**src/core/ilc_pkg.sv**
```systemverilog
// Constants, field layout and types of the interrupt level controller
package ilc_pkg;
   // Structure
   localparam int NSRC = 16;
   localparam int SRC_W = 4;
   localparam int LVL_W = 3;
   localparam int CH_W = 4;
   localparam int STS_W = 2;
   localparam int ADDR_W = 24;
   localparam int PADDR_W = 12;

   // Level encodings
   localparam logic [LVL_W-1:0] LVL_NONE = 3'h7;

   // Source control register fields (8 bits, low lanes of the word)
   localparam int LVL_LSB = 0;
   localparam int ARM_BIT = 3;
   localparam int CH_LSB = 4;
   localparam int STS_LSB = 6;

   // CPU control register fields
   localparam int MASK_LSB = 0;
   localparam int GIE_BIT = 8;

   // Reset values
   localparam logic [LVL_W-1:0] RST_LVL = 3'h7;
   localparam logic RST_ARM = 1'b0;
   localparam logic [CH_W-1:0] RST_CH = 4'h0;
   localparam logic [STS_W-1:0] RST_STS = 2'h0;
   localparam logic [LVL_W-1:0] RST_MASK = 3'h0;
   localparam logic RST_GIE = 1'b0;

   // Transfer-service completion codes
   localparam logic [STS_W-1:0] SVC_RUNNING = 2'h0;
   localparam logic [STS_W-1:0] SVC_COUNT_END = 2'h1;
   localparam logic [STS_W-1:0] SVC_RESERVED = 2'h2;
   localparam logic [STS_W-1:0] SVC_PERIPH_STOP = 2'h3;

   // Register byte offsets
   localparam logic [PADDR_W-1:0] OFS_SRC_BASE = 12'h000;
   localparam logic [PADDR_W-1:0] OFS_SRC_LAST = 12'h03C;
   localparam logic [PADDR_W-1:0] OFS_CPU_CTRL = 12'h040;
   localparam logic [PADDR_W-1:0] OFS_STATUS = 12'h044;

   // Memory map of descriptors and vectors
   localparam logic [ADDR_W-1:0] DESC_BASE = 24'h000100;
   localparam logic [ADDR_W-1:0] VEC_BASE = 24'hFFFF00;
   localparam logic [ADDR_W-1:0] VEC_TOP = 24'hFFFFF0;

   // Acceptance sequencer states
   typedef enum logic [1:0] {
      ST_IDLE = 2'b00,
      ST_SERVICE = 2'b01,
      ST_SAVE = 2'b10
   } ilc_state_t;
endpackage

```
**src/core/ilc_arb_if.sv**
```systemverilog
// Carrier between the controller top and its priority arbiter
`timescale 1ns/1ps
interface ilc_arb_if;
   import ilc_pkg::*;
   logic [NSRC-1:0] req;
   logic [LVL_W-1:0] lvl [NSRC];
   logic win_valid;
   logic [SRC_W-1:0] win_idx;
   logic [LVL_W-1:0] win_lvl;
   modport arb (input req, input lvl, output win_valid, output win_idx, output win_lvl);
   modport ctl (output req, output lvl, input win_valid, input win_idx, input win_lvl);
endinterface

```
**src/core/ilc_arbiter.sv**
```systemverilog
// Combinational priority arbiter over all live requests
`timescale 1ns/1ps
module ilc_arbiter
   import ilc_pkg::*;
(
   // Requests in, winner out
   ilc_arb_if.arb arb
);

   // Smallest level wins; scanning downward with <= lets the lowest index take ties
   always_comb begin
      arb.win_valid = 1'b0;
      arb.win_idx = '0;
      arb.win_lvl = LVL_NONE;
      for (int i = NSRC - 1; i >= 0; i--) begin
         if (arb.req[i] && (!arb.win_valid || arb.lvl[i] <= arb.win_lvl)) begin
            arb.win_valid = 1'b1;
            arb.win_idx = SRC_W'(i);
            arb.win_lvl = arb.lvl[i];
         end
      end
   end

endmodule

```
**src/core/ilc_top.sv**
```systemverilog
// Interrupt level controller: source control registers, arbitration and acceptance
//
// Implementation choices: the register addresses and the APB slave port.
`timescale 1ns/1ps
module ilc_top
   import ilc_pkg::*;
(
   // Clock and reset
   input wire logic pclk,
   input wire logic presetn,
   // APB slave
   input wire logic psel,
   input wire logic penable,
   input wire logic pwrite,
   input wire logic [PADDR_W-1:0] paddr,
   input wire logic [31:0] pwdata,
   output logic [31:0] prdata,
   output logic pready,
   output logic pslverr,
   // Peripheral requests
   input wire logic [NSRC-1:0] req_flag,
   input wire logic [NSRC-1:0] req_enable,
   // CPU core side
   input wire logic insn_boundary,
   input wire logic ctx_save_ack,
   output logic ctx_save_req,
   output logic vector_fetch,
   output logic [ADDR_W-1:0] vector_addr,
   output logic [LVL_W-1:0] level_mask,
   output logic int_enable,
   output logic pend_valid,
   output logic [LVL_W-1:0] pend_level,
   // Transfer-service engine side
   input wire logic svc_done,
   input wire logic [STS_W-1:0] svc_status,
   output logic svc_start,
   output logic [ADDR_W-1:0] svc_desc_addr
);

   // Hit flag for a word-aligned source control address, then its register index
   function automatic logic src_hit(input logic [PADDR_W-1:0] a);
      src_hit = (a >= OFS_SRC_BASE) && (a <= OFS_SRC_LAST) && (a[1:0] == 2'h0);
   endfunction

   function automatic logic [SRC_W-1:0] src_sel(input logic [PADDR_W-1:0] a);
      logic [PADDR_W-1:0] d;
      d = a - OFS_SRC_BASE;
      src_sel = d[SRC_W+1:2];
   endfunction

   // Control register state
   logic [LVL_W-1:0] lvl_ff [NSRC];
   logic [LVL_W-1:0] nxt_lvl [NSRC];
   logic [NSRC-1:0] arm_ff;
   logic [NSRC-1:0] nxt_arm;
   logic [CH_W-1:0] ch_ff [NSRC];
   logic [CH_W-1:0] nxt_ch [NSRC];
   logic [STS_W-1:0] sts_ff [NSRC];
   logic [STS_W-1:0] nxt_sts [NSRC];
   logic [LVL_W-1:0] mask_ff;
   logic [LVL_W-1:0] nxt_mask;
   logic gie_ff;
   logic nxt_gie;

   // Bus state
   logic [31:0] prdata_ff;
   logic [31:0] nxt_prdata;
   logic pready_ff;
   logic nxt_pready;
   logic pslverr_ff;
   logic nxt_pslverr;

   // Sequencer state
   ilc_state_t state_ff;
   ilc_state_t nxt_state;
   logic [SRC_W-1:0] cur_src_ff;
   logic [SRC_W-1:0] nxt_cur_src;
   logic [LVL_W-1:0] cur_lvl_ff;
   logic [LVL_W-1:0] nxt_cur_lvl;
   logic ctx_req_ff;
   logic nxt_ctx_req;
   logic vec_ff;
   logic nxt_vec;
   logic [ADDR_W-1:0] vec_addr_ff;
   logic [ADDR_W-1:0] nxt_vec_addr;
   logic svc_start_ff;
   logic nxt_svc_start;
   logic [ADDR_W-1:0] desc_ff;
   logic [ADDR_W-1:0] nxt_desc;
   logic pend_valid_ff;
   logic [LVL_W-1:0] pend_lvl_ff;

   // Decoded strobes
   logic wr_en;
   logic accept;
   logic svc_end;
   logic svc_stop;

   ilc_arb_if arb_bus ();

   // Live requests; level 7 never competes
   generate
      for (genvar g = 0; g < NSRC; g++) begin : g_req
         assign arb_bus.req[g] = req_flag[g] & req_enable[g] & (lvl_ff[g] != LVL_NONE);
         assign arb_bus.lvl[g] = lvl_ff[g];
      end
   endgenerate

   ilc_arbiter u_arb (
      .arb(arb_bus)
   );

   // Write lands only at the completing access edge
   assign wr_en = psel & penable & pready_ff & pwrite;

   // Acceptance needs idle sequencer, enable, level below mask, instruction boundary
   assign accept = (state_ff == ST_IDLE) && arb_bus.win_valid && gie_ff &&
                   (arb_bus.win_lvl < mask_ff) && insn_boundary;

   assign svc_end = (state_ff == ST_SERVICE) && svc_done;
   assign svc_stop = svc_end && (svc_status != SVC_RUNNING);

   // Control registers: software writes, hardware completion updates
   always_comb begin
      nxt_mask = mask_ff;
      nxt_gie = gie_ff;
      for (int i = 0; i < NSRC; i++) begin
         nxt_lvl[i] = lvl_ff[i];
         nxt_arm[i] = arm_ff[i];
         nxt_ch[i] = ch_ff[i];
         nxt_sts[i] = sts_ff[i];
      end
      if (wr_en && src_hit(paddr)) begin
         nxt_lvl[src_sel(paddr)] = pwdata[LVL_LSB +: LVL_W];
         nxt_arm[src_sel(paddr)] = pwdata[ARM_BIT];
         nxt_ch[src_sel(paddr)] = pwdata[CH_LSB +: CH_W];
         // Arming restarts status at "not started"
         if (pwdata[ARM_BIT]) begin
            nxt_sts[src_sel(paddr)] = SVC_RUNNING;
         end
      end
      if (wr_en && (paddr == OFS_CPU_CTRL)) begin
         nxt_mask = pwdata[MASK_LSB +: LVL_W];
         nxt_gie = pwdata[GIE_BIT];
      end
      // Hardware completion wins over a same-cycle software write
      if (svc_end) begin
         nxt_sts[cur_src_ff] = svc_status;
      end
      if (svc_stop) begin
         nxt_arm[cur_src_ff] = 1'b0;
      end
      // Mask takes the accepted level once the context is safe
      if ((state_ff == ST_SAVE) && ctx_save_ack) begin
         nxt_mask = cur_lvl_ff;
      end
   end

   always_ff @(posedge pclk or negedge presetn) begin
      if (!presetn) begin
         for (int i = 0; i < NSRC; i++) begin
            lvl_ff[i] <= RST_LVL;
            ch_ff[i] <= RST_CH;
            sts_ff[i] <= RST_STS;
         end
         arm_ff <= {NSRC{RST_ARM}};
         mask_ff <= RST_MASK;
         gie_ff <= RST_GIE;
      end else begin
         for (int i = 0; i < NSRC; i++) begin
            lvl_ff[i] <= nxt_lvl[i];
            ch_ff[i] <= nxt_ch[i];
            sts_ff[i] <= nxt_sts[i];
         end
         arm_ff <= nxt_arm;
         mask_ff <= nxt_mask;
         gie_ff <= nxt_gie;
      end
   end

   // APB: zero wait states, data prepared in the setup cycle
   always_comb begin
      nxt_pready = psel & ~penable;
      nxt_pslverr = 1'b0;
      nxt_prdata = prdata_ff;
      if (psel && !penable) begin
         nxt_prdata = '0;
         if (src_hit(paddr)) begin
            // Read view shows status where the channel was written
            nxt_prdata[STS_LSB +: STS_W] = sts_ff[src_sel(paddr)];
            nxt_prdata[ARM_BIT] = arm_ff[src_sel(paddr)];
            nxt_prdata[LVL_LSB +: LVL_W] = lvl_ff[src_sel(paddr)];
         end else if (paddr == OFS_CPU_CTRL) begin
            nxt_prdata[MASK_LSB +: LVL_W] = mask_ff;
            nxt_prdata[GIE_BIT] = gie_ff;
         end else if (paddr == OFS_STATUS) begin
            nxt_prdata[2:0] = pend_lvl_ff;
            nxt_prdata[3] = pend_valid_ff;
            nxt_prdata[7:4] = cur_src_ff;
            nxt_prdata[9:8] = state_ff;
         end else begin
            nxt_pslverr = 1'b1;
         end
      end
   end

   always_ff @(posedge pclk or negedge presetn) begin
      if (!presetn) begin
         prdata_ff <= '0;
         pready_ff <= 1'b0;
         pslverr_ff <= 1'b0;
      end else begin
         prdata_ff <= nxt_prdata;
         pready_ff <= nxt_pready;
         pslverr_ff <= nxt_pslverr;
      end
   end

   // Acceptance sequencer; other requests wait while not idle
   always_comb begin
      nxt_state = state_ff;
      nxt_cur_src = cur_src_ff;
      nxt_cur_lvl = cur_lvl_ff;
      nxt_ctx_req = ctx_req_ff;
      nxt_vec = 1'b0;
      nxt_vec_addr = vec_addr_ff;
      nxt_svc_start = 1'b0;
      nxt_desc = desc_ff;
      case (state_ff)
         ST_IDLE: begin
            if (accept) begin
               nxt_cur_src = arb_bus.win_idx;
               nxt_cur_lvl = arb_bus.win_lvl;
               if (arm_ff[arb_bus.win_idx]) begin
                  nxt_svc_start = 1'b1;
                  nxt_desc = DESC_BASE + {17'h00000, ch_ff[arb_bus.win_idx], 3'h0};
                  nxt_state = ST_SERVICE;
               end else begin
                  nxt_ctx_req = 1'b1;
                  nxt_state = ST_SAVE;
               end
            end
         end
         ST_SERVICE: begin
            // One transfer unit done; a stop code hands over to normal handling
            if (svc_done) begin
               if (svc_status != SVC_RUNNING) begin
                  nxt_ctx_req = 1'b1;
                  nxt_state = ST_SAVE;
               end else begin
                  nxt_state = ST_IDLE;
               end
            end
         end
         ST_SAVE: begin
            if (ctx_save_ack) begin
               nxt_ctx_req = 1'b0;
               nxt_vec = 1'b1;
               nxt_vec_addr = VEC_BASE + {18'h00000, cur_src_ff, 2'h0};
               nxt_state = ST_IDLE;
            end
         end
         default: begin
            nxt_ctx_req = 1'b0;
            nxt_state = ST_IDLE;
         end
      endcase
   end

   always_ff @(posedge pclk or negedge presetn) begin
      if (!presetn) begin
         state_ff <= ST_IDLE;
         cur_src_ff <= '0;
         cur_lvl_ff <= LVL_NONE;
         ctx_req_ff <= 1'b0;
         vec_ff <= 1'b0;
         vec_addr_ff <= VEC_BASE;
         svc_start_ff <= 1'b0;
         desc_ff <= DESC_BASE;
         pend_valid_ff <= 1'b0;
         pend_lvl_ff <= LVL_NONE;
      end else begin
         state_ff <= nxt_state;
         cur_src_ff <= nxt_cur_src;
         cur_lvl_ff <= nxt_cur_lvl;
         ctx_req_ff <= nxt_ctx_req;
         vec_ff <= nxt_vec;
         vec_addr_ff <= nxt_vec_addr;
         svc_start_ff <= nxt_svc_start;
         desc_ff <= nxt_desc;
         // Winner registered every cycle so withdrawals show at the next edge
         pend_valid_ff <= arb_bus.win_valid;
         pend_lvl_ff <= arb_bus.win_lvl;
      end
   end

   // Outputs straight from flops
   assign prdata = prdata_ff;
   assign pready = pready_ff;
   assign pslverr = pslverr_ff;
   assign ctx_save_req = ctx_req_ff;
   assign vector_fetch = vec_ff;
   assign vector_addr = vec_addr_ff;
   assign level_mask = mask_ff;
   assign int_enable = gie_ff;
   assign pend_valid = pend_valid_ff;
   assign pend_level = pend_lvl_ff;
   assign svc_start = svc_start_ff;
   assign svc_desc_addr = desc_ff;

endmodule
```
**config.mk**
```make
export PLATFORM = sky130hd
export DESIGN_NAME = ilc_top
export DESIGN_NICKNAME = d
export VERILOG_FILES = /design/src/core/ilc_pkg.sv /design/src/core/ilc_arb_if.sv /design/src/core/ilc_arbiter.sv /design/src/core/ilc_top.sv
export SDC_FILE = /design/constraint.sdc
export NUM_CORES = 1
export LEC_CHECK = 0
export BUFFER_PORTS_ARGS = -buffer_cell sky130_fd_sc_hd__buf_2
export CORE_MARGIN = 2
export CORE_UTILIZATION = 45
export DETAILED_ROUTE_END_ITERATION = 7
export PLACE_DENSITY = 0.77
export SETUP_SLACK_MARGIN = 0.4
export SYNTH_ARGS = -nofsm -noshare
export SYNTH_HDL_FRONTEND = slang
export SYNTH_SLANG_ARGS = --single-unit
```
**constraint.sdc**
```tcl
create_clock -name pclk -period 53.2 [get_ports pclk]
set_input_delay 2.66 -clock pclk [delete_from_list [all_inputs] [get_ports pclk]]
set_output_delay 2.66 -clock pclk [all_outputs]
set_load 0.01 [all_outputs]
```
==> run summary, run 1 <==
PortBufs = 93
Cells after synthesis = 1317
Hold WC Path Type = register to register
Synth top area cells = dfrtp_1 (28%), dfstp_2 (11%), mux2_2 (9.5%)
Tmin final = 29.23 ns
Clock latency on the worst-skew pair = 0.45 ns
Max clock buf depth = 2
Placement Cell Area = 13400 sq um
Syn Area/Cell = 9.74 sq um
Seq/Total Area, Yosys = 39.5%
# hold bufs at CTS = 0
RSZ-0062 raised after global routing = no
Primary FF master, synth = dfrtp_1
Startpoint types = primary input
Vias in the first global route = 10500
Slowest cell on crit path = o22ai_1
FP Rows = 61
Worst Tran Pin Value = 1.35 ns
Final hold vios = 0
Design area = 13900 sq um
WP buf/inv = 7
Largest net degree at the start of global routing = 127
Initial antenna violation count = 0
Inst Count DP = 1738
Die Span X = 173 microns
Area share of the largest cell type after synthesis = 28.5%
Num CTS Buffers = 17
Post-CTS setup buffer count = 0
Iteration-0 DRC Markers = 1225
Synth warnings = 0
Synth cell types = 80
Area grow syn2layout = 8.67%
Max Cap Viol = 0
Cts repair resizes = 0
Status = complete, no violations
Synthesized flop and latch total = 200
CTS tree = yes
First-pass GRT wire length = 56.4 mm
Total Wirelength = 35.6 mm
Vias/cell = 6.09
Mapped cell area = 12800 sq um
Die Ht = 173 microns
Routed Antenna Nets = 0
Layout cells sized above 1 = 25.1%
Final Net Count = 1512
CP arrival = 29.57 ns
Drt first pass iters = 6
Drt drc = 0
Total track usage = 23.6%
Post-synth EDFFs = 0
Worst Setup Path Type = primary input to register
Grt total ovfl = 0
Post-synth top area cell = dfrtp_1
Initial Util = 45.9%
Antenna cells = 0
Slowest stage delay, CP = 0.84 ns
Mean routed wirelength per cell = 20.1 microns
Post-route insts no fill = 1770
Slew Limit Fails = 0
Worst-path clk slew = 0.07 ns
H-tree levels = 4
DIE AREA = 29900 sq um
Post-Route Utilization = 49.9%
I/O pins = 179
Clk Tree Root Cell = clkbuf_16
CP endpoint kind = register
Max Clock Skew = 0.0127 ns
Pwr dens = 28.5 nW/um^2
Placement Setup Slack = 24.02 ns
Asr flop ratio synth = 100%
Final setup viols = 0
Fin worst setup slack = 23.97 ns
Crit path top cell by count = ha_1
Placer Congestion = 0.931
Core area = 27900 sq um
VDD IR max = 0.0289 mV
Fmax = 34.2 MHz
Slew headroom = 9.96%
DR vias = 10800
Clk sinks = 200
Leakage = 0.00645 uW
Crit-path max FO = 14
DP HPWL = 25.8 mm
Worst Path Required = 53.53 ns
Tcrit/Tclk final = 54.9%
Setup TNS = 0 ns
Family with the most delay on the worst path = compound AO/OA/AOI/OAI gates
-- cells by family (layout without fill, tap and decap cells) --
kind of cell | Yosys count | in the layout | share of synthesized area, %
other cells | 2 | 62 | 0.0585
buf+inv | 170 | 185 | 6.89
simple gates | 430 | 430 | 15.8
flops | 200 | 200 | 39.5
fa+ha+maj | 47 | 47 | 4.58
compound gates | 307 | 307 | 16.6
mux | 161 | 161 | 16.6
-- cell usage after synthesis (10+ instances only) --
cell and count:
a211oi_1 18, dfrtp_1 146, nor2_1 70, a21oi_1 31
nand4_1 10, and3_1 14, ha_1 47, nor3_1 11
buf_4 63, mux2_2 108, nand2_1 167, clkbuf_1 44
dfstp_2 54, and2_1 12, nand3_1 78, inv_1 50
a22oi_1 15, mux2i_1 21, o21ai_0 94, a21o_1 14
o21a_1 12, mux4_2 30, a311oi_1 13, nor2b_1 18
nand2b_1 12
-- worst min-delay path: cells and delay by family, from the launching register on --
family	cells	cell delay (ns)
and+or+nand+nor	1	0.04
AOI/OAI and AO/OA	1	0.06
DFF	1	0.34
-- layout by cell type, fill, tap and decap left out, types with 10 or more instances in the layout --
| cell | instances |
|---|---|
| nor2b_1 | 18 |
| a311oi_1 | 13 |
| conb_1 | 62 |
| mux2_2 | 108 |
| and2_1 | 12 |
| nand4_1 | 10 |
| o21a_1 | 12 |
| clkbuf_16 | 17 |
| and3_1 | 14 |
| a21oi_1 | 31 |
| nand3_1 | 78 |
| inv_1 | 50 |
| ha_1 | 47 |
| nand2b_1 | 12 |
| nor3_1 | 11 |
| a211oi_1 | 18 |
| a22oi_1 | 15 |
| buf_2 | 92 |
| a21o_1 | 14 |
| dfrtp_1 | 146 |
| mux4_2 | 30 |
| mux2i_1 | 21 |
| dfstp_2 | 54 |
| nand2_1 | 167 |
| nor2_1 | 70 |
| o21ai_0 | 94 |
-- through the flow --
step | total power [uW] | hold WS (ns)
6_report | 397 | 0.477
5_1_grt | 413 | 0.512
4_1_cts | 396 | 0.481
3_5_place_dp | 270 | 0.462
3_3_place_gp | 268 | 0.459
2_1_floorplan | 241 | 0.461
-- final cells by class --
type,instances,area [sq um]
sequential,200,5070
inverter,51,191
fill,2506,14000
clock inverter,9,92.6
multi-input combinational,1007,7100
clock buffer,23,468
tap,378,473
timing repair buffer,102,542
-- state kept, by name, summed over array words and instances (netlist names) --
signal and count:
int_enable 1, arm_ff 16, prdata 10, svc_desc_addr 4, ctx_save_req 1, sts_ff 32
pslverr 1, pend_level 3, pready 1, vector_fetch 1, cur_src_ff 4, ch_ff 64
state_ff 2, level_mask 3, svc_start 1, cur_lvl_ff 3, vector_addr 4, arb_bus.lvl 48
pend_valid 1
-- per-layer routing --
layer	part of all wire [%]	track usage, %	up-vias
met2	47	38.8	559
met3	8.7	5.12	91
li1	-	-	4847
met4	3.3	9.32	0
met1	41	30.4	5288
met5	0	0	-
-- final timing paths --
| kind | to | start | slack, ns | depth (start not counted) |
|---|---|---|---|---|
| min in group asynchronous | svc_start$_DFF_PN0_ | presetn | 2.37 | 1 |
| min reg2reg | prdata[1]$_DFFE_PN0P_ | prdata[1]$_DFFE_PN0P_ | 0.48 | 2 |
| max reg2reg | svc_desc_addr[6]$_DFFE_PN0P_ | arb_bus.lvl[0]$_DFFE_PN1P_ | 26.03 | 119 |
| max in group asynchronous | ch_ff[44]$_DFFE_PN0P_ | presetn | 49.32 | 2 |
| min | prdata[1]$_DFFE_PN0P_ | prdata[1]$_DFFE_PN0P_ | 0.48 | 2 |
| max | svc_desc_addr[6]$_DFFE_PN0P_ | req_flag[15] | 23.97 | 121 |
-- power breakdown --
| group | internal [uW] | leakage [uW] | switching, uW |
|---|---|---|---|
| Sequential | 154 | 0.00256 | 0.761 |
| Clock | 67.5 | 0.000264 | 59.0 |
| Combinational | 39.9 | 0.00362 | 75.7 |
| Total | 262 | 0.00645 | 135 |
Power figures use the tool's default switching activity.
==> run 2: changes to the inputs <==
clock period = 30 ns   (was 53.2 ns; I/O delays follow)
==> run 2 against run 1 <==
Wire length up 0.57%. Cell count unchanged. Hold slack better by 0.0039 ns. Sequential share of layout area hardly changed. Die area is the same. Sequential power up 77%. Non-clock buffer count is the same. Combinational power grew 78%. Cell area up 0.11%. Total power up 78%. Count of clock-buffer cells in the layout down 5. Largest cell class unchanged. Highest routed layer unchanged.
==> run summary, run 2 (synthesis gave the netlist of run 1 again) <==
Status = complete, no violations
Max Cap Viol = 0
Final setup viols = 0
Part of the power in combinational logic = 29.1%
Slew headroom = 10.0%
Mean routed wirelength per cell = 20.2 microns
Worst hold slack = 0.481 ns
Tcrit/Tclk final = 91.5%
Top Registers = ch_ff x64, arb_bus.lvl x48, sts_ff x32
Clk sinks = 200
Largest Register = ch_ff
Vias/cell = 6.08
Pwr dens = 50.8 nW/um^2
Setup TNS = 0 ns
Family with the most delay on the worst path = compound AO/OA/AOI/OAI gates
Drt first pass iters = 6
Hold WC Path Type = register to register
Clock share of power = 32.1%
Clk Tree Root Cell = clkbuf_16
Max clock buf depth = 2
Grt total ovfl = 0
Slew Limit Fails = 0
VDD IR max = 0.0497 mV
Placement Cell Area = 13400 sq um
Leakage = 0.00646 uW
Worst Tran Pin Value = 1.35 ns
CP endpoint kind = register
Iteration-0 DRC Markers = 1052
Layout cells sized above 1 = 25.6%
Crit-path max FO = 14
Initial Util = 45.9%
Cell-internal power = 462 uW
H-tree levels = 4
Die Ht = 173 microns
DIE AREA = 29900 sq um
Routed Antenna Nets = 0
Design area = 14000 sq um
Post-Route Utilization = 50.0%
Number of flip-flops in the largest register = 64
Most frequent cells in the layout = nand2_1 (167), dfrtp_1 (146), mux2_2 (108)
Worst Setup Path Type = primary input to register
Vias in the first global route = 10600
Die Span X = 173 microns
Antenna cells = 0
Slowest cell on crit path = a31oi_1
Worst Path Required = 30.33 ns
Startpoint types = primary input
Slowest stage delay, CP = 0.57 ns
Total Wirelength = 35.8 mm
Post-CTS setup buffer count = 0
Sw Pwr = 247 uW
Worst-path clk slew = 0.08 ns
Register area = 5070 sq um
DR vias = 10800
Fmax = 36.4 MHz
PortBufs = 93
Tmin final = 27.46 ns
First-pass GRT wire length = 56.9 mm
Initial antenna violation count = 0
DP HPWL = 25.8 mm
CTS tree = yes
Crit path top cell by count = ha_1
Sw frac = 34.9%
Placer Congestion = 0.943
Drt drc = 0
Final Net Count = 1512
FP Rows = 61
Reg power frac = 38.8%
CP arrival = 27.80 ns
Multi-input logic area = 7110 sq um
Num CTS Buffers = 17
Final hold vios = 0
Fillers = 2505
I/O pins = 179
Total track usage = 23.9%
Clock latency on the worst-skew pair = 0.45 ns
WP buf/inv = 7
Area grow syn2layout = 8.79%
RSZ-0062 raised after global routing = no
Core area = 27900 sq um
Max Clock Skew = 0.0149 ns
Commonest non-fill, non-tap cell in the layout = nand2_1
Largest net degree at the start of global routing = 134
-- run 2: routing by layer --
metal | GRT usage [%] | vias to the layer above | share of wire (%)
li1 | - | 4835 | -
met1 | 31.2 | 5302 | 41
met2 | 39.5 | 529 | 48
met3 | 4.57 | 96 | 7.9
met4 | 8.93 | 0 | 3.0
met5 | 0 | - | 0
-- run 2: worst paths after layout --
check / slack [ns] / end / from / depth (start not counted)
min reg2reg: 0.48 / vector_addr[3]$_DFFE_PN0P_ / vector_addr[3]$_DFFE_PN0P_ / 2
min: 0.48 / vector_addr[3]$_DFFE_PN0P_ / vector_addr[3]$_DFFE_PN0P_ / 2
max reg2reg: 3.44 / svc_desc_addr[5]$_DFFE_PN0P_ / arb_bus.lvl[0]$_DFFE_PN1P_ / 119
max in group asynchronous: 27.27 / arm_ff[7]$_DFF_PN0_ / presetn / 2
min in group asynchronous: 1.25 / svc_start$_DFF_PN0_ / presetn / 1
max: 2.54 / svc_desc_addr[5]$_DFFE_PN0P_ / req_flag[15] / 121
-- run 2: final cells by class --
class                   instances  share of cell area (%)
repair buffers                102                    3.88
flip-flops and latches        200                    36.3
clock buffers                  18                    3.08
inverters                      51                    1.37
clock inverters                14                   0.977
well taps                     378                    3.39
multi-input cells            1007                    51.0
-- run 2: power by group through the flow --
stage	Clock (uW)	Combinational, uW	Sequential, uW
finish	227	206	275
CTS	228	202	275
detailed placement	0	200	280
floorplan	0	146	281
global placement	0	194	280
global route	240	224	275
-- run 2: timing repair --
action	in CTS	in global routing
hold endpoints to repair	0	0
hold buffers	0	0
gates resized for setup	0	3
endpoints found under the setup margin	0	15
-- run 2: through the flow --
stage | setup slack, ns | power (uW) | std cells
after global placement | 2.46 | 474 | 1738
after CTS | 2.25 | 705 | 1770
after global routing | 0.588 | 739 | 1770
after floorplan | 6.44 | 427 | 1377
after detailed placement | 1.91 | 480 | 1738
final | 2.54 | 709 | 1770
-- run 2: worst reg2reg max path, delay by kind of cell, from the launching register on --
| kind | cells | cell delay, ns |
|---|---|---|
| AO/OA/AOI/OAI | 66 | 15.32 |
| multiplexers | 3 | 0.85 |
| AND/OR/NAND/NOR | 28 | 4.88 |
| buffers and inverters | 6 | 0.41 |
| flip-flops | 1 | 0.38 |
| adder cells (fa/ha/maj) | 16 | 4.63 |
